**config.mk**
```make
export PLATFORM = sky130hd
export DESIGN_NAME = operand_address_generator
export DESIGN_NICKNAME = d
export VERILOG_FILES = /design/src/pkg/oag_pkg.sv /design/src/pkg/rf_if.sv /design/src/verilog/operand_address_generator.sv /design/src/verilog/gp_reg_file.sv
export SDC_FILE = /design/constraint.sdc
export NUM_CORES = 1
export LEC_CHECK = 0
export BUFFER_PORTS_ARGS = -buffer_cell sky130_fd_sc_hd__buf_2
export CAP_MARGIN = 20
export CORE_MARGIN = 2
export CORE_UTILIZATION = 40
export CTS_CLUSTER_SIZE = 14
export DETAILED_ROUTE_END_ITERATION = 6
export GPL_ROUTABILITY_DRIVEN = 0
export HOLD_SLACK_MARGIN = 0.02
export SYNTH_ARGS = -nofsm -noshare
export SYNTH_HDL_FRONTEND = slang
export SYNTH_SLANG_ARGS = --single-unit
export TNS_END_PERCENT = 5
```
**constraint.sdc**
```tcl
create_clock -name CLK -period 8.45 [get_ports CLK]
set_input_delay 2.535 -clock CLK [delete_from_list [all_inputs] [get_ports CLK]]
set_output_delay 2.535 -clock CLK [all_outputs]
set_load 0.02 [all_outputs]
```
**src/pkg/oag_pkg.sv**
```systemverilog
package oag_pkg;
   // Effective address forming
   localparam logic [7:0]  HIGH_PAGE    = 8'hFF;
   localparam logic [6:0]  SADDR_HI7    = 7'h7F;
   localparam logic [7:0]  SADDR_SPLIT  = 8'h20;
   localparam logic [7:0]  SFR_GAP_LO   = 8'hD0;
   localparam logic [7:0]  SFR_GAP_HI   = 8'hDF;
   localparam logic [15:0] HSRAM_LO_DEF = 16'hFB00;
   localparam logic [15:0] HSRAM_HI_DEF = 16'hFEFF;
   // Absolute register and pair codes
   localparam logic [2:0]  CODE_X       = 3'h0;
   localparam logic [2:0]  CODE_A       = 3'h1;
   localparam logic [2:0]  CODE_C       = 3'h2;
   localparam logic [2:0]  CODE_B       = 3'h3;
   localparam logic [2:0]  CODE_E       = 3'h4;
   localparam logic [2:0]  CODE_D       = 3'h5;
   localparam logic [2:0]  CODE_L       = 3'h6;
   localparam logic [2:0]  CODE_H       = 3'h7;
   localparam logic [1:0]  PAIR_AX      = 2'h0;
   localparam logic [1:0]  PAIR_BC      = 2'h1;
   localparam logic [1:0]  PAIR_DE      = 2'h2;
   localparam logic [1:0]  PAIR_HL      = 2'h3;
   // Arithmetic constants and reset values
   localparam logic [3:0]  DIV_LAST     = 4'hF;
   localparam logic [3:0]  BCD_NINE     = 4'h9;
   localparam logic [7:0]  BCD_MAX      = 8'h99;
   localparam logic [7:0]  BCD_LO_FIX   = 8'h06;
   localparam logic [7:0]  BCD_HI_FIX   = 8'h60;
   localparam logic [7:0]  RST_BYTE     = 8'h00;
   localparam logic [15:0] RST_WORD     = 16'h0000;

   typedef enum logic [3:0] {
      M_NONE      = 4'h0,
      M_REG8      = 4'h1,
      M_REG16     = 4'h2,
      M_DIRECT    = 4'h3,
      M_SADDR     = 4'h4,
      M_SFR       = 4'h5,
      M_IND       = 4'h6,
      M_BASED     = 4'h7,
      M_BASED_IDX = 4'h8,
      M_STACK     = 4'h9,
      M_UNSIGNED_MULTIPLY_OP      = 4'hA,
      M_UNSIGNED_DIVIDE_WORD_OP     = 4'hB,
      M_ADJ_ADD   = 4'hC,
      M_ADJ_SUB   = 4'hD,
      M_DIGIT_ROTATE_RIGHT_OP      = 4'hE,
      M_DIGIT_ROTATE_LEFT_OP      = 4'hF
   } mode_e;

   typedef enum logic [0:0] {
      ST_IDLE = 1'b0,
      ST_DIV  = 1'b1
   } state_e;
endpackage

```
**src/pkg/rf_if.sv**
```systemverilog
`timescale 1ns/1ns
interface rf_if;
   logic [1:0]      bank;
   logic [7:0][7:0] bytes;
   logic            we_b;
   logic [2:0]      widx;
   logic [7:0]      wbyte;
   logic            we_w;
   logic [1:0]      wpidx;
   logic [15:0]     wword;
   modport core (output bank, we_b, widx, wbyte, we_w, wpidx, wword, input bytes);
   modport file (input bank, we_b, widx, wbyte, we_w, wpidx, wword, output bytes);
endinterface

```
**src/verilog/operand_address_generator.sv**
```systemverilog
`timescale 1ns/1ns
// Summary of operation
// RULE1 - Multiply takes accumulator and X as factors, writes 16-bit product to acc_pair.
// RULE2 - Word divide reads dividend from acc_pair and writes quotient back there.
// RULE3 - Decimal adjust after add or subtract corrects the accumulator in place.
// RULE4 - Digit rotates use the accumulator as holder of the rotated digit data.
// RULE5 - Register operands are selected by both bank flags plus opcode register code.
// RULE6 - Byte operand picked from eight by 3-bit code; pair picked from four.
// RULE7 - Codes 0..7 are X,A,C,B,E,D,L,H; pair codes 0..3 are AX,BC,DE,HL.
// RULE8 - Direct mode uses the full 16-bit immediate as address.
// RULE9 - Short direct reaches the fixed 256-byte window FE20H to FF1FH.
// RULE10 - FE20H-FEFFH of that window is high-speed RAM, FF00H-FF1FH is SFR.
// RULE11 - Short direct bit 8 is clear for 20H-FFH, set for 00H-1FH, upper bits ones.
// RULE12 - Word short direct operands must sit at even addresses.
// RULE13 - SFR mode reaches FF00H-FFCFH and FFE0H-FFFFH, never FFD0H-FFDFH.
// RULE14 - Word SFR operands must sit at even addresses.
// RULE15 - Register indirect uses ptr_pair_two or base_pair of the selected bank.
// RULE16 - Based adds zero-extended byte offset to base_pair, carry out dropped.
// RULE17 - Based indexed adds B or C of count_pair to base_pair, carry dropped.
// RULE18 - Stack accesses are addressed through stack_ptr.
// RULE19 - Stack addresses outside high-speed RAM are not supported.
// RULE20 - SFR address is all ones in upper byte and field in lower byte.
module operand_address_generator
   import oag_pkg::*;
#(
   parameter logic [15:0] HSRAM_LO = HSRAM_LO_DEF,
   parameter logic [15:0] HSRAM_HI = HSRAM_HI_DEF
)
(
   // Clock and reset
   input  wire logic        CLK,
   input  wire logic        SRST,
   // Request from the decoder
   input  wire logic        REQ_VALID,
   input  wire logic [3:0]  REQ_MODE,
   input  wire logic [2:0]  REQ_CODE,
   input  wire logic [15:0] REQ_IMM,
   input  wire logic        REQ_WIDE,
   // Processor state
   input  wire logic        BANK_SELECT_BIT0,
   input  wire logic        BANK_SELECT_BIT1,
   input  wire logic [15:0] STACK_PTR,
   input  wire logic        CARRY_IN,
   input  wire logic        HALF_CARRY_IN,
   input  wire logic [7:0]  MEM_RDATA,
   // Register load from the CPU
   input  wire logic        REG_WE,
   input  wire logic [2:0]  REG_CODE,
   input  wire logic [7:0]  REG_WDATA,
   // Results
   output logic             ADDR_VALID,
   output logic [15:0]      EFF_ADDR,
   output logic             ADDR_ERR,
   output logic             OPND_VALID,
   output logic [15:0]      OPND_DATA,
   output logic             MEM_WE,
   output logic [7:0]       MEM_WDATA,
   output logic             CARRY_OUT,
   output logic             DONE,
   output logic             BUSY
);
   if (HSRAM_LO > HSRAM_HI) begin : g_chk
      $error("High-speed RAM bounds reversed");
   end

   rf_if rf ();

   gp_reg_file u_rf (
      .clk  (CLK),
      .srst (SRST),
      .port (rf.file)
   );

   function automatic logic [15:0] pair_of(input logic [7:0][7:0] b, input logic [1:0] p);
      return {b[{p, 1'b1}], b[{p, 1'b0}]};
   endfunction

   function automatic logic [15:0] saddr_ea(input logic [7:0] f);
      return {SADDR_HI7, (f < SADDR_SPLIT), f};
   endfunction

   state_e      state_r,      state_nxt;
   logic        addr_valid_r, addr_valid_nxt;
   logic [15:0] eff_addr_r,   eff_addr_nxt;
   logic        addr_err_r,   addr_err_nxt;
   logic        opnd_valid_r, opnd_valid_nxt;
   logic [15:0] opnd_data_r,  opnd_data_nxt;
   logic        mem_we_r,     mem_we_nxt;
   logic [7:0]  mem_wdata_r,  mem_wdata_nxt;
   logic        carry_r,      carry_nxt;
   logic        done_r,       done_nxt;
   logic        busy_r,       busy_nxt;
   logic [15:0] quo_r,        quo_nxt;
   logic [7:0]  rem_r,        rem_nxt;
   logic [7:0]  dvs_r,        dvs_nxt;
   logic [3:0]  cnt_r,        cnt_nxt;

   mode_e       mode;
   logic        take;
   logic [7:0]  a_reg;
   logic [7:0]  x_reg;
   logic [15:0] hl;
   logic [15:0] de;
   logic [15:0] prod;
   logic [7:0]  imm_lo;
   logic [3:0]  a_low;
   logic [3:0]  m_low;

   assign mode   = mode_e'(REQ_MODE);
   assign take   = REQ_VALID && (state_r == ST_IDLE);
   assign a_reg  = rf.bytes[CODE_A];
   assign x_reg  = rf.bytes[CODE_X];
   assign hl     = pair_of(rf.bytes, PAIR_HL);
   assign de     = pair_of(rf.bytes, PAIR_DE);
   assign prod   = 16'(a_reg) * 16'(x_reg);
   assign imm_lo = REQ_IMM[7:0];
   assign a_low  = a_reg[3:0];
   assign m_low  = MEM_RDATA[3:0];
   assign rf.bank = {BANK_SELECT_BIT1, BANK_SELECT_BIT0}; // RULE5

   always_comb begin
      logic [8:0] t;
      logic       ge;
      logic       lo_fix;
      logic       hi_fix;
      t              = {rem_r, quo_r[15]};
      ge             = 1'b0;
      lo_fix         = 1'b0;
      hi_fix         = 1'b0;
      state_nxt      = state_r;
      addr_valid_nxt = 1'b0;
      eff_addr_nxt   = eff_addr_r;
      addr_err_nxt   = 1'b0;
      opnd_valid_nxt = 1'b0;
      opnd_data_nxt  = opnd_data_r;
      mem_we_nxt     = 1'b0;
      mem_wdata_nxt  = mem_wdata_r;
      carry_nxt      = carry_r;
      done_nxt       = 1'b0;
      quo_nxt        = quo_r;
      rem_nxt        = rem_r;
      dvs_nxt        = dvs_r;
      cnt_nxt        = cnt_r;
      // CPU loads share the byte port; block results override
      rf.we_b        = REG_WE;
      rf.widx        = REG_CODE;
      rf.wbyte       = REG_WDATA;
      rf.we_w        = 1'b0;
      rf.wpidx       = PAIR_AX;
      rf.wword       = RST_WORD;
      case (state_r)
         ST_IDLE: begin
            if (take) begin
               case (mode)
                  M_REG8: begin
                     opnd_valid_nxt = 1'b1;
                     opnd_data_nxt  = {8'h00, rf.bytes[REQ_CODE]}; // RULE6
                  end
                  M_REG16: begin
                     opnd_valid_nxt = 1'b1;
                     opnd_data_nxt  = pair_of(rf.bytes, REQ_CODE[1:0]); // RULE7
                  end
                  M_DIRECT: begin
                     addr_valid_nxt = 1'b1;
                     eff_addr_nxt   = REQ_IMM; // RULE8
                  end
                  M_SADDR: begin
                     // Low fields fold onto FF00H, so RAM and SFR halves share one byte
                     addr_valid_nxt = 1'b1;
                     eff_addr_nxt   = saddr_ea(imm_lo); // RULE9 RULE10 RULE11
                     addr_err_nxt   = REQ_WIDE && imm_lo[0]; // RULE12
                  end
                  M_SFR: begin
                     addr_valid_nxt = 1'b1;
                     eff_addr_nxt   = {HIGH_PAGE, imm_lo}; // RULE20
                     addr_err_nxt   = (imm_lo >= SFR_GAP_LO && imm_lo <= SFR_GAP_HI) // RULE13
                                      || (REQ_WIDE && imm_lo[0]); // RULE14
                  end
                  M_IND: begin
                     addr_valid_nxt = 1'b1;
                     eff_addr_nxt   = REQ_CODE[0] ? hl : de; // RULE15
                  end
                  M_BASED: begin
                     addr_valid_nxt = 1'b1;
                     eff_addr_nxt   = hl + {8'h00, imm_lo}; // RULE16
                  end
                  M_BASED_IDX: begin
                     addr_valid_nxt = 1'b1;
                     eff_addr_nxt   = hl + {8'h00, REQ_CODE[0] ? rf.bytes[CODE_B]
                                                             : rf.bytes[CODE_C]}; // RULE17
                  end
                  M_STACK: begin
                     addr_valid_nxt = 1'b1;
                     eff_addr_nxt   = STACK_PTR; // RULE18
                     addr_err_nxt   = (STACK_PTR < HSRAM_LO) || (STACK_PTR > HSRAM_HI); // RULE19
                  end
                  M_UNSIGNED_MULTIPLY_OP: begin
                     rf.we_w        = 1'b1;
                     rf.wpidx       = PAIR_AX;
                     rf.wword       = prod; // RULE1
                     opnd_valid_nxt = 1'b1;
                     opnd_data_nxt  = prod;
                     done_nxt       = 1'b1;
                  end
                  M_UNSIGNED_DIVIDE_WORD_OP: begin
                     // Divisor latched so a bank switch mid-divide cannot change it; results go to the bank selected at the end
                     state_nxt = ST_DIV;
                     quo_nxt   = pair_of(rf.bytes, PAIR_AX); // RULE2
                     rem_nxt   = RST_BYTE;
                     dvs_nxt   = rf.bytes[CODE_C];
                     cnt_nxt   = 4'h0;
                  end
                  M_ADJ_ADD, M_ADJ_SUB: begin
                     if (mode == M_ADJ_ADD) begin
                        lo_fix        = HALF_CARRY_IN || (a_low > BCD_NINE);
                        hi_fix        = CARRY_IN || (a_reg > BCD_MAX);
                        opnd_data_nxt = {8'h00, 8'(a_reg + (lo_fix ? BCD_LO_FIX : 8'h00)
                                                         + (hi_fix ? BCD_HI_FIX : 8'h00))};
                     end else begin
                        lo_fix        = HALF_CARRY_IN;
                        hi_fix        = CARRY_IN;
                        opnd_data_nxt = {8'h00, 8'(a_reg - (lo_fix ? BCD_LO_FIX : 8'h00)
                                                         - (hi_fix ? BCD_HI_FIX : 8'h00))};
                     end
                     rf.we_b        = 1'b1;
                     rf.widx        = CODE_A;
                     rf.wbyte       = opnd_data_nxt[7:0]; // RULE3
                     carry_nxt      = hi_fix;
                     opnd_valid_nxt = 1'b1;
                     done_nxt       = 1'b1;
                  end
                  M_DIGIT_ROTATE_RIGHT_OP, M_DIGIT_ROTATE_LEFT_OP: begin
                     // Memory byte at base_pair must arrive with the request
                     addr_valid_nxt = 1'b1;
                     eff_addr_nxt   = hl;
                     mem_we_nxt     = 1'b1;
                     rf.we_b        = 1'b1;
                     rf.widx        = CODE_A;
                     if (mode == M_DIGIT_ROTATE_LEFT_OP) begin
                        mem_wdata_nxt = {m_low, a_low};
                        rf.wbyte      = {a_reg[7:4], MEM_RDATA[7:4]}; // RULE4
                     end else begin
                        mem_wdata_nxt = {a_low, MEM_RDATA[7:4]};
                        rf.wbyte      = {a_reg[7:4], m_low}; // RULE4
                     end
                     opnd_valid_nxt = 1'b1;
                     opnd_data_nxt  = {8'h00, rf.wbyte};
                     done_nxt       = 1'b1;
                  end
                  default: begin
                     opnd_data_nxt = opnd_data_r;
                  end
               endcase
            end
         end
         ST_DIV: begin
            // One quotient bit per clock keeps the divider small
            ge      = t >= {1'b0, dvs_r};
            rem_nxt = ge ? 8'(t - {1'b0, dvs_r}) : t[7:0];
            quo_nxt = {quo_r[14:0], ge};
            cnt_nxt = 4'(cnt_r + 4'h1);
            if (cnt_r == DIV_LAST) begin
               state_nxt      = ST_IDLE;
               rf.we_w        = 1'b1;
               rf.wpidx       = PAIR_AX;
               rf.wword       = quo_nxt; // RULE2
               rf.we_b        = 1'b1;
               rf.widx        = CODE_C;
               rf.wbyte       = rem_nxt;
               opnd_valid_nxt = 1'b1;
               opnd_data_nxt  = quo_nxt;
               done_nxt       = 1'b1;
            end
         end
         default: begin
            state_nxt = ST_IDLE;
         end
      endcase
      busy_nxt = (state_nxt != ST_IDLE);
   end

   always_ff @(posedge CLK) begin
      if (SRST) begin
         state_r      <= ST_IDLE;
         addr_valid_r <= 1'b0;
         eff_addr_r   <= RST_WORD;
         addr_err_r   <= 1'b0;
         opnd_valid_r <= 1'b0;
         opnd_data_r  <= RST_WORD;
         mem_we_r     <= 1'b0;
         mem_wdata_r  <= RST_BYTE;
         carry_r      <= 1'b0;
         done_r       <= 1'b0;
         busy_r       <= 1'b0;
         quo_r        <= RST_WORD;
         rem_r        <= RST_BYTE;
         dvs_r        <= RST_BYTE;
         cnt_r        <= 4'h0;
      end else begin
         state_r      <= state_nxt;
         addr_valid_r <= addr_valid_nxt;
         eff_addr_r   <= eff_addr_nxt;
         addr_err_r   <= addr_err_nxt;
         opnd_valid_r <= opnd_valid_nxt;
         opnd_data_r  <= opnd_data_nxt;
         mem_we_r     <= mem_we_nxt;
         mem_wdata_r  <= mem_wdata_nxt;
         carry_r      <= carry_nxt;
         done_r       <= done_nxt;
         busy_r       <= busy_nxt;
         quo_r        <= quo_nxt;
         rem_r        <= rem_nxt;
         dvs_r        <= dvs_nxt;
         cnt_r        <= cnt_nxt;
      end
   end

   assign ADDR_VALID = addr_valid_r;
   assign EFF_ADDR   = eff_addr_r;
   assign ADDR_ERR   = addr_err_r;
   assign OPND_VALID = opnd_valid_r;
   assign OPND_DATA  = opnd_data_r;
   assign MEM_WE     = mem_we_r;
   assign MEM_WDATA  = mem_wdata_r;
   assign CARRY_OUT  = carry_r;
   assign DONE       = done_r;
   assign BUSY       = busy_r;
endmodule

```
**src/verilog/gp_reg_file.sv**
```systemverilog
`timescale 1ns/1ns
module gp_reg_file
   import oag_pkg::*;
(
   // Clock and reset
   input wire logic clk,
   input wire logic srst,
   // Core side
   rf_if.file       port
);
   logic [7:0] mem_r   [4][8];
   logic [7:0] mem_nxt [4][8];

   // Word write after byte write, so a pair write wins on overlap
   always_comb begin
      mem_nxt = mem_r;
      if (port.we_b) begin
         mem_nxt[port.bank][port.widx] = port.wbyte;
      end
      if (port.we_w) begin
         mem_nxt[port.bank][{port.wpidx, 1'b1}] = port.wword[15:8];
         mem_nxt[port.bank][{port.wpidx, 1'b0}] = port.wword[7:0];
      end
   end

   always_ff @(posedge clk) begin
      if (srst) begin
         for (int b = 0; b < 4; b++) begin
            for (int i = 0; i < 8; i++) begin
               mem_r[b][i] <= RST_BYTE;
            end
         end
      end else begin
         mem_r <= mem_nxt;
      end
   end

   // Only the selected bank is visible
   for (genvar i = 0; i < 8; i++) begin : g_view
      assign port.bytes[i] = mem_r[port.bank][i];
   end
endmodule

```
# Word-level counts from Yosys, hierarchy flattened
# Cells that the tools add are included.
# classes
magnitude_cmp,15
muxes,80
div,0
eq_ne,20
n_shift,0
reduce_logical,23
bitwise,4
mul,1
add_sub_neg,8
# ops
op,count
256-bit bitwise mux,3
256-bit two-way mux,2
64-bit demux with 2-bit select,3
64-bit two-way mux,4
64-bit binary-select mux with 2-bit select,1
16-bit two-way mux,8
16-bit one-hot mux with 8 select lines,1
8-bit two-way mux,12
16-bit one-hot mux with 2 select lines,3
16-bit one-hot mux with 5 select lines,1
56-bit two-way mux,1
8-bit one-hot mux with 2 select lines,3
4-bit equality test (second input constant),9
16-bit by 8-bit adder with 16-bit output,2
8-bit binary-select mux with 2-bit select,2
8-bit binary-select mux with 3-bit select,1
8-bit demux with 3-bit select,1
4-bit by 3-bit equality test with 1-bit output (second input constant),4
16-bit greater-than comparator (second input constant),1
16-bit less-than comparator (second input constant),1
8-bit by 8-bit multiplier with 16-bit output,1
1-bit two-way mux,16
3-bit two-way mux,5
3-bit AND reduction,5
41 further kinds,61
# totals
output_inout_bits,47
romBits,0
mem_count,0
wordCells,197
latch_bits,0
ram_bits,0
register_bits,339
in_bits,67

# Logic depth before layout (Yosys ltp)
# Gate-level depths: netlist of the first run.
# logic_depth
word_depth,18
mapped_depth,26
depth_no_buf,21

# Hierarchy
# From an unflattened synthesis of the first run, not the netlist that was laid out.
# hier_totals
cells_unflattened,2875
area_unflattened_um2,23806.6
# by_module_without_submodules
mod,area_per_inst_um2,cells_per_inst,instances,seq_area_each_um2
gp_reg_file,14391.3,1720,1,5124.9
operand_address_generator,9415.3,1155,1,1661.6

# Worst setup path after synthesis of the first run
# Ideal clock, no wire load.
# synth_path
path_type,input -> register
from,in BANK_SELECT_BIT1
to,reg u_rf.mem_r[247] (netlist bit)
slack_ns,0.028
path_stages,22
setup_time_ns,0.092
n_path_buf,5
required_time_ns,8.358
arrival_ns,8.330
path_cell_list,buf_6 > buf_6 > buf_4 > buf_4 > buf_4 > mux2_2 > o21ai_1 > nor2_1 > fa_1 > fa_1 > fa_1 > inv_1 > fa_1 > inv_1 > ha_1 > o21ai_0 > a21boi_0 > a2111oi_0 > o41ai_1 > xnor2_1 > o31a_1 > o32ai_1
# synth_via
elab_chain_len,18
elab_cells_between_ends,35
cone_classes,4 x add/sub; 1 x mul; 4 x order compare; 22 x mux; 1 x bitwise; 3 x reduce/logical
# synth_lines
element,line_no,rtl
from (decl),operand_address_generator.sv:41,"input wire logic BANK_SELECT_BIT1,"
2-bit inverter with 3-bit output (implied by the code) (*),--,
64-bit binary-select mux with 2-bit select,gp_reg_file.sv:40,assign port.bytes[i] = mem_r[port.bank][i];
64-bit two-way mux (implied by the code),gp_reg_file.sv:40,
64-bit two-way mux,--,
4-bit greater-than comparator,operand_address_generator.sv:215,lo_fix = HALF_CARRY_IN || (a_low > BCD_NINE);
1-bit logical OR,operand_address_generator.sv:215,
3-bit two-way mux,operand_address_generator.sv:217,"opnd_data_nxt = {8'h00, 8'(a_reg + (lo_fix ? BCD_LO_FIX : 8'h00)"
8-bit by 3-bit adder with 8-bit output,operand_address_generator.sv:217,
[... 2 more ...],--,
8-bit one-hot mux with 2 select lines,operand_address_generator.sv:154,case (mode)
8-bit two-way mux,operand_address_generator.sv:153,if (take) begin
8-bit one-hot mux with 2 select lines,operand_address_generator.sv:151,case (state_r)
256-bit bitwise mux,gp_reg_file.sv:18,mem_nxt[port.bank][port.widx] = port.wbyte;
256-bit two-way mux,gp_reg_file.sv:17,if (port.we_b) begin
256-bit bitwise mux,gp_reg_file.sv:21,"mem_nxt[port.bank][{port.wpidx, 1'b1}] = port.wword[15:8];"
256-bit bitwise mux,gp_reg_file.sv:22,"mem_nxt[port.bank][{port.wpidx, 1'b0}] = port.wword[7:0];"
256-bit two-way mux (*),gp_reg_file.sv:20,if (port.we_w) begin
to (signal assigned),gp_reg_file.sv:34,mem_r <= mem_nxt;
to (decl),gp_reg_file.sv:11,logic [7:0] mem_r [4][8];
# Every way passes the cells marked *; elsewhere a longest branch is shown, timed or not. The select of a mux whose other input is x is not followed.
# A chain may end at the register's enable or synchronous reset.

# Worst setup path in the final report of the first run
# Ends and elaborated chain as after synthesis.

==> results.json, run 1 <==
{
  "result_of_the_run": "complete, no violations",
  "dr.pass1.iters": 6,
  "finalSetupViolCount": 0,
  "floorplan.core_area_mm2": 0.05017,
  "rr_endpoint": "u_rf.mem_r[247]",
  "final-hold-violation-count": 0,
  "initial_core_util_pct": 40.51,
  "drt-wirelength-per-cell_um": 24.02,
  "timing.reg2reg.setup_slack_ps": 2480,
  "path_max_fanout": 23,
  "unrepaired_setup_endpoints_after_global_routing": "no",
  "average_cell_area_after_synthesis_um2": 8.918,
  "layout_min_cycle_time_ps": 8004,
  "maxcap_violations": 0,
  "wirelength_mm": 72.87,
  "floorplan.die.width_um": 229.4,
  "worstPathArrival_ps": 8510,
  "holdBufCountCts": 0,
  "switching_share_pct": 28.31,
  "post_route_cells_drive_above_1_share_pct": 16.48,
  "peakVddDrop_uv": 124.9,
  "grt_remaining_overflow": 0,
  "die_area_mm2": 0.05263,
  "clk_latency_ps": 600,
  "async_set_reset_flop_share_out_of_synthesis_pct": 0,
  "clockRootBuffer": "clkbuf_16",
  "fmax_mhz": 124.9,
  "tritoncts": "built",
  "tritoncts_num_sinks": 339,
  "yosys_register_bits": 339,
  "finalClockSkew_ps": 47.06,
  "critical_path_required_ps": 8950,
  "cts_post_setup_buffers_inserted": 0,
  "hold_path_startpoint": "MEM_WDATA[2]",
  "first_global_vias": 17898,
  "grt_max_degree": 203,
  "worst-setup-path-type": "primary input to flop",
  "clk_transition_reported_paths_ps": 60,
  "fillerInstances": 4866,
  "switching_power_mw": 1.089,
  "timing.final.crit_share_pct": 94.72,
  "fp.dieH_um": 229.4,
  "netlist_instances": 2279,
  "fin_area_mm2": 0.02292,
  "relSlewSlack_pct": 28.15,
  "dp_hpwl_mm": 52.36,
  "drt_first_iter_violations": 2430,
  "port_buffers": 113,
  "postLayoutCoreUtil_pct": 45.68,
  "endpoint_of_the_worst_hold_timing_path": "MEM_WDATA[2]",
  "finish.net_count": 2502,
  "pwr-share-clk_pct": 45.1,
  "leakage_power_nw": 8.610,
  "post_synth_edffs": 0,
  "ios": 114,
  "worst_r2r_startpoint": "u_rf.mem_r[116]",
  "global_route.usage.total_pct": 27.03,
  "antenna_left": 0,
  "fp-row-count": 82,
  "mappedNetlistArea_mm2": 0.02032,
  "yosysWarnings": 0,
  "power_frac_seq_pct": 42.8,
  "initial_antenna_violation_count": 2,
  "ctsHtreeMaxLevel": 2,
  "critPathLaunchType": "primary input",
  "synth.distinct_cells": 84,
  "p_int_mw": 2.758,
  "synthToLayoutAreaGrowth_pct": 12.77,
  "worst_hold_slack_ps": 446.8,
  "viasPerCell": 6.238,
  "yosys_most_used_dff": "dfxtp_1",
  "ff2ff_path_depth": 18,
  "synth-seq-area-share_pct": 33.39,
  "dp_slack_ps": -36.01,
  "num_vias": 18920,
  "worst_slew_pin_slew_ps": 1074,
  "grt_first_pass_wirelength_mm": 110.6,
  "end_kind": "flop",
  "power.combinational.fraction_pct": 12.2,
  "synth_fp_nets": 2452,
  "cts-root-to-sink-buffers": 3,
  "final_critical_path_setup_slack_ps": 446.0,
  "timing.hold.worst.class": "flop to flop",
  "drt_drc_violations_left": 0,
  "cts_resized": 0,
  "hold_depth": 2,
  "power_per_cell_area_mw_per_mm2": 167.9,
  "timing_max_transition_violations_final": 0,
  "cts-buffers-inserted": 39,
  "post_dp_cell_area_mm2": 0.02141
}
-- stage by stage --
| step | instances | setup TNS (ps) | total power [mW] |
|---|---|---|---|
| 6_report | 3033 | 0 | 3.847 |
| 5_1_grt | 3032 | 0 | 3.963 |
| 4_1_cts | 3009 | 0 | 3.857 |
| 3_5_place_dp | 2937 | -39.64 | 2.134 |
| 3_3_place_gp | 2937 | 0 | 2.130 |
| 2_1_floorplan | 2279 | 0 | 1.977 |
-- area by class of cell --
type                            instances  area (µm²)  area share [%]
Multi-Input combinational cell       1678       12480           54.47
Sequential cell                       339        6788           29.62
Timing Repair Buffer                  188        1182           5.159
Clock buffer                           53        1119           4.880
Tap cell                              672       840.8           3.669
Inverter                               83       311.5           1.359
Clock inverter                         19       191.4          0.8352
Antenna cell                            1       2.502         0.01092
-- cell usage after synthesis, types with 8 or more instances --
| library cell | count | share of area, % |
|---|---|---|
| nor2_1 | 417 | 7.7 |
| dfxtp_1 | 339 | 33 |
| a211oi_1 | 215 | 7.9 |
| clkbuf_1 | 122 | 2.3 |
| nand2_1 | 116 | 2.1 |
| a21oi_1 | 103 | 2.5 |
| mux2i_1 | 87 | 4.3 |
| mux4_2 | 81 | 9.0 |
| inv_1 | 78 | 1.4 |
| ha_1 | 67 | 4.1 |
| o21ai_0 | 61 | 1.5 |
| o22ai_1 | 55 | 1.7 |
| nor3_1 | 42 | 1.0 |
| fa_1 | 39 | 3.8 |
| buf_2 | 28 | 0.69 |
| a22oi_1 | 25 | 0.92 |
| xnor2_1 | 23 | 0.99 |
| mux2_2 | 22 | 1.2 |
| nand3_1 | 20 | 0.49 |
| nor2b_1 | 19 | 0.58 |
| a21o_1 | 18 | 0.66 |
| a221oi_1 | 16 | 0.69 |
| buf_4 | 15 | 0.55 |
| nand2b_1 | 15 | 0.46 |
| nand4_1 | 15 | 0.46 |
| and2_1 | 14 | 0.43 |
| and3_1 | 11 | 0.34 |
| xor2_1 | 11 | 0.47 |
| a22o_1 | 10 | 0.43 |
| a31oi_1 | 9 | 0.28 |
| buf_1 | 9 | 0.17 |
| nand3b_1 | 8 | 0.30 |
| nor4_1 | 8 | 0.25 |
| o211ai_1 | 8 | 0.30 |
| o21a_1 | 8 | 0.30 |
| o21bai_1 | 8 | 0.30 |
| o31ai_1 | 8 | 0.30 |
| or2_2 | 8 | 0.25 |
-- critical path: stages --
cell	delay [ps]
buf_4	310
mux2_2	430
mux2i_1	550
nor2_1	140
fa_1	590
fa_1	450
fa_1	550
inv_1	60
fa_1	520
inv_1	40
ha_1	320
o21ai_0	300
a21boi_0	170
a2111oi_0	510
buf_4	220
o41ai_1	90
xnor2_1	170
o31a_1	320
o32ai_1	220
-- layout by cell type, fill, tap and decap left out, types with 9 or more instances in the layout --
cell type,instances
nor2_1,416
dfxtp_1,338
a211oi_1,215
nand2_1,116
buf_2,110
a21oi_1,100
mux2i_1,87
mux4_2,81
inv_1,78
buf_4,70
ha_1,67
o21ai_0,61
o22ai_1,55
nor3_1,41
fa_1,39
clkbuf_16,39
a22oi_1,25
xnor2_1,23
mux2_2,22
nand3_1,20
nor2b_1,19
a21o_1,18
a221oi_1,16
nand2b_1,15
nand4_1,15
and2_1,14
xor2_1,11
and3_1,11
a22o_1,10
a31oi_1,9
clkinv_2,9
clkbuf_8,9
-- cell families after synthesis --
family | after synthesis | synth area share [%]
xor+xnor | 34 | 1.465
fa+ha+maj | 106 | 7.966
flops | 339 | 33.39
mux | 192 | 14.65
compound gates | 633 | 21.87
simple gates | 713 | 15.19
buf+inv | 262 | 5.473
-- power groups by stage --
stage                     logic [mW]  registers [mW]  clock network (mW)
after floorplan                0.287            1.69                   0
after global placement         0.452            1.68                   0
after detailed placement       0.454            1.68                   0
after CTS                      0.456            1.64                1.76
after global routing           0.497            1.65                1.82
final                          0.469            1.65                1.73
-- per-layer routing --
| metal | vias to the layer above | routed length, µm | track usage, % |
|---|---|---|---|
| li1 | 8510 | - | - |
| met1 | 9105 | 29830 | 35.84 |
| met4 | 2 | 4091 | 13.92 |
| met5 | - | 16 | 0 |
| met3 | 243 | 6641 | 5.329 |
| met2 | 1060 | 32290 | 41.76 |
-- worst max path at each step --
stage / start / end / slack, ps / cells past startpoint
after global placement: BANK_SELECT_BIT1 / u_rf.mem_r[247] / 140 / 19
after global routing: BANK_SELECT_BIT1 / u_rf.mem_r[53] / 210 / 19
after CTS: BANK_SELECT_BIT1 / u_rf.mem_r[247] / 540 / 19
after detailed placement: BANK_SELECT_BIT1 / u_rf.mem_r[247] / -40 / 19
final: BANK_SELECT_BIT1 / u_rf.mem_r[247] / 450 / 19
after floorplan: BANK_SELECT_BIT1 / u_rf.mem_r[247] / 30 / 22
(Power assumes the default switching activity.)
==> run 2: changes to the inputs <==
Clock period 8.45 ns to 6.7 ns, I/O delays scaled along.
==> run 2 against run 1 <==
Effect of this change: combinational power increased by 31%; via count grew 1.2%; global-route usage increased by 0.96 points; sequential share of layout area is 0.88 points lower; power increased by 27%; routed wire length rose by 2.5%; die area unchanged; utilization grew 1.4 points; final cell count grew 2.3%; largest cell class unchanged.
==> results.json, run 2 (same netlist as run 1, synthesis figures left out) <==
{
  "clockRootBuffer": "clkbuf_16",
  "finish.net_count": 2576,
  "drt_first_iter_violations": 2163,
  "leakage_power_nw": 8.970,
  "finalSetupTns_ps": 0,
  "finish.cell_count_without_fillers": 3103,
  "final_critical_path_setup_slack_ps": 270.5,
  "end_kind": "flop",
  "first_global_vias": 18570,
  "finalSetupViolCount": 0,
  "cts-buffers-inserted": 38,
  "ios": 114,
  "synthToLayoutAreaGrowth_pct": 16.23,
  "num_vias": 19139,
  "path_max_fanout": 14,
  "most_common_cell_after_layout_fill_and_taps_aside": "nor2_1",
  "tritoncts": "built",
  "holdBufCountCts": 0,
  "pwr-share-clk_pct": 44.7,
  "die_area_mm2": 0.05263,
  "maxcap_violations": 0,
  "rr_endpoint": "u_rf.mem_r[247]",
  "final-hold-violation-count": 0,
  "mostFrequentLayoutCells": "nor2_1, dfxtp_1, a211oi_1",
  "worst_r2r_startpoint": "u_rf.mem_r[51]",
  "result_of_the_run": "complete, no violations",
  "worst-setup-path-type": "primary input to flop",
  "dp_hpwl_mm": 54.65,
  "drt-wirelength-per-cell_um": 24.08,
  "finalClockSkew_ps": 18.64,
  "timing.critical_path.cells": "buf_6, buf_4, mux2_2, o21ai_4, nor2_1, fa_1, fa_1, fa_1, inv_1, fa_1, inv_2, ha_4, o21ai_4, a21boi_2, a2111oi_4, o41ai_2, xnor2_1, o31a_1, o32ai_2",
  "viasPerCell": 6.168,
  "critical-path-top-cell-by-count": "fa_1",
  "fp-row-count": 82,
  "launching_instance_or_port_of_the_critical_path": "BANK_SELECT_BIT1",
  "initial_antenna_violation_count": 7,
  "antenna_left": 0,
  "fp.dieH_um": 229.4,
  "initial_core_util_pct": 40.51,
  "global_route.usage.total_pct": 27.99,
  "drt_drc_violations_left": 0,
  "switching_power_mw": 1.296,
  "design_power_total_mw": 4.871,
  "met2WireLength_mm": 33.36,
  "postLayoutCoreUtil_pct": 47.08,
  "cts_post_setup_buffers_inserted": 0,
  "peakVddDrop_uv": 146.5,
  "critical_path_required_ps": 7170,
  "port_buffers": 113,
  "ctsHtreeMaxLevel": 2,
  "relSlewSlack_pct": 22.27,
  "grt_first_pass_wirelength_mm": 113.7,
  "critPathLaunchType": "primary input",
  "dp_cells": 3023,
  "worst_path_max_delay_cell": "fa_1",
  "clk_transition_reported_paths_ps": 60,
  "worst_slew_pin_slew_ps": 1164,
  "grt_remaining_overflow": 0,
  "cts-root-to-sink-buffers": 3,
  "timing.hold.worst.class": "flop to flop",
  "worstPathArrival_ps": 6900,
  "clk_latency_ps": 570,
  "dr.pass1.iters": 6,
  "crit_path_max_incr_delay_ps": 560,
  "power.combinational.fraction_pct": 12.6,
  "unrepaired_setup_endpoints_after_global_routing": "no",
  "timing.reg2reg.setup_slack_ps": 1590,
  "timing_max_transition_violations_final": 0,
  "switching_share_pct": 26.62,
  "tritoncts_num_sinks": 339,
  "highest_layer": "met5",
  "floorplan.core_area_mm2": 0.05017,
  "ff2ff_path_depth": 17,
  "fmax_mhz": 155.5,
  "grt_max_degree": 181,
  "met3_wirelength_mm": 6.554,
  "routedLengthMet1_mm": 30.91,
  "endpoint": "u_rf.mem_r[247]",
  "p_int_mw": 3.574,
  "layout_min_cycle_time_ps": 6430,
  "dp_slack_ps": -371.2,
  "timing.final.crit_share_pct": 95.96,
  "fillerInstances": 4800,
  "power_frac_seq_pct": 42.7,
  "wirelength_mm": 74.71,
  "post_route_cells_drive_above_1_share_pct": 19.50,
  "floorplan.die.width_um": 229.4,
  "power_per_cell_area_mw_per_mm2": 206.2
}
[run 2: cell types whose count changed in the layout (fill, tap and decap cells not counted), sizes merged]
| cell | before | now |
|---|---|---|
| bufinv | 1 | 5 |
| diode | 1 | 5 |
| buf | 188 | 261 |
| clkinv | 15 | 6 |
| clkbuf | 53 | 55 |
| clkinvlp | 5 | 1 |
[run 2: per-stage QoR]
step	instance area [µm²]	hold WS [ps]
3_3_place_gp	22170	437.6
2_1_floorplan	20590	457.5
5_1_grt	23610	478.4
4_1_cts	23480	452.1
6_report	23620	448.3
3_5_place_dp	22210	444.8
[run 2: routing by layer]
layer | up-vias | track usage (%)
li1 | 8645 | -
met4 | 6 | 13.25
met2 | 912 | 43.50
met1 | 9371 | 36.77
met3 | 205 | 6.412
met5 | - | 0
[run 2: critical path: cells and delay by family]
kind            cells  cell delay, ps
simple gates        1              90
buf+inv             4             470
xor+xnor            1             180
mux                 1             360
fa+ha+maj           5            2210
compound gates      7            1560
[run 2: what timing repair did]
| item | in CTS | in global routing |
|---|---|---|
| hold endpoints to repair | 0 | 0 |
| resized for setup | 0 | 4 |
| endpoints found under the setup margin | 0 | 4 |
[run 2: worst min path at each step]
| stage | from | endpoint | slack [ps] | cells past startpoint |
|---|---|---|---|---|
| after floorplan | dvs_r[0] | dvs_r[0] | 460 | 2 |
| after global placement | MEM_WDATA[2] | MEM_WDATA[2] | 440 | 2 |
| after detailed placement | OPND_DATA[1] | OPND_DATA[1] | 440 | 2 |
| after CTS | MEM_WDATA[6] | MEM_WDATA[6] | 450 | 2 |
| after global routing | MEM_WDATA[6] | MEM_WDATA[6] | 480 | 2 |
| final | MEM_WDATA[6] | MEM_WDATA[6] | 450 | 2 |
[run 2: power by group through the flow]
stage,Combinational (mW),Clock (mW),Sequential [mW]
2_1_floorplan,0.373,0,2.13
3_3_place_gp,0.594,0,2.12
3_5_place_dp,0.601,0,2.12
4_1_cts,0.603,2.21,2.08
5_1_grt,0.655,2.30,2.08
6_report,0.616,2.18,2.08
[run 2: area by class of cell]
class / instances / area (µm²) / area share (%)
Multi-Input combinational cell: 1678 / 12620 / 53.44
Sequential cell: 339 / 6788 / 28.73
Timing Repair Buffer: 263 / 1782 / 7.542
Clock buffer: 53 / 1069 / 4.523
Tap cell: 672 / 840.8 / 3.559
Inverter: 83 / 311.5 / 1.319
Clock inverter: 10 / 196.4 / 0.8316
Antenna cell: 5 / 12.51 / 0.05297
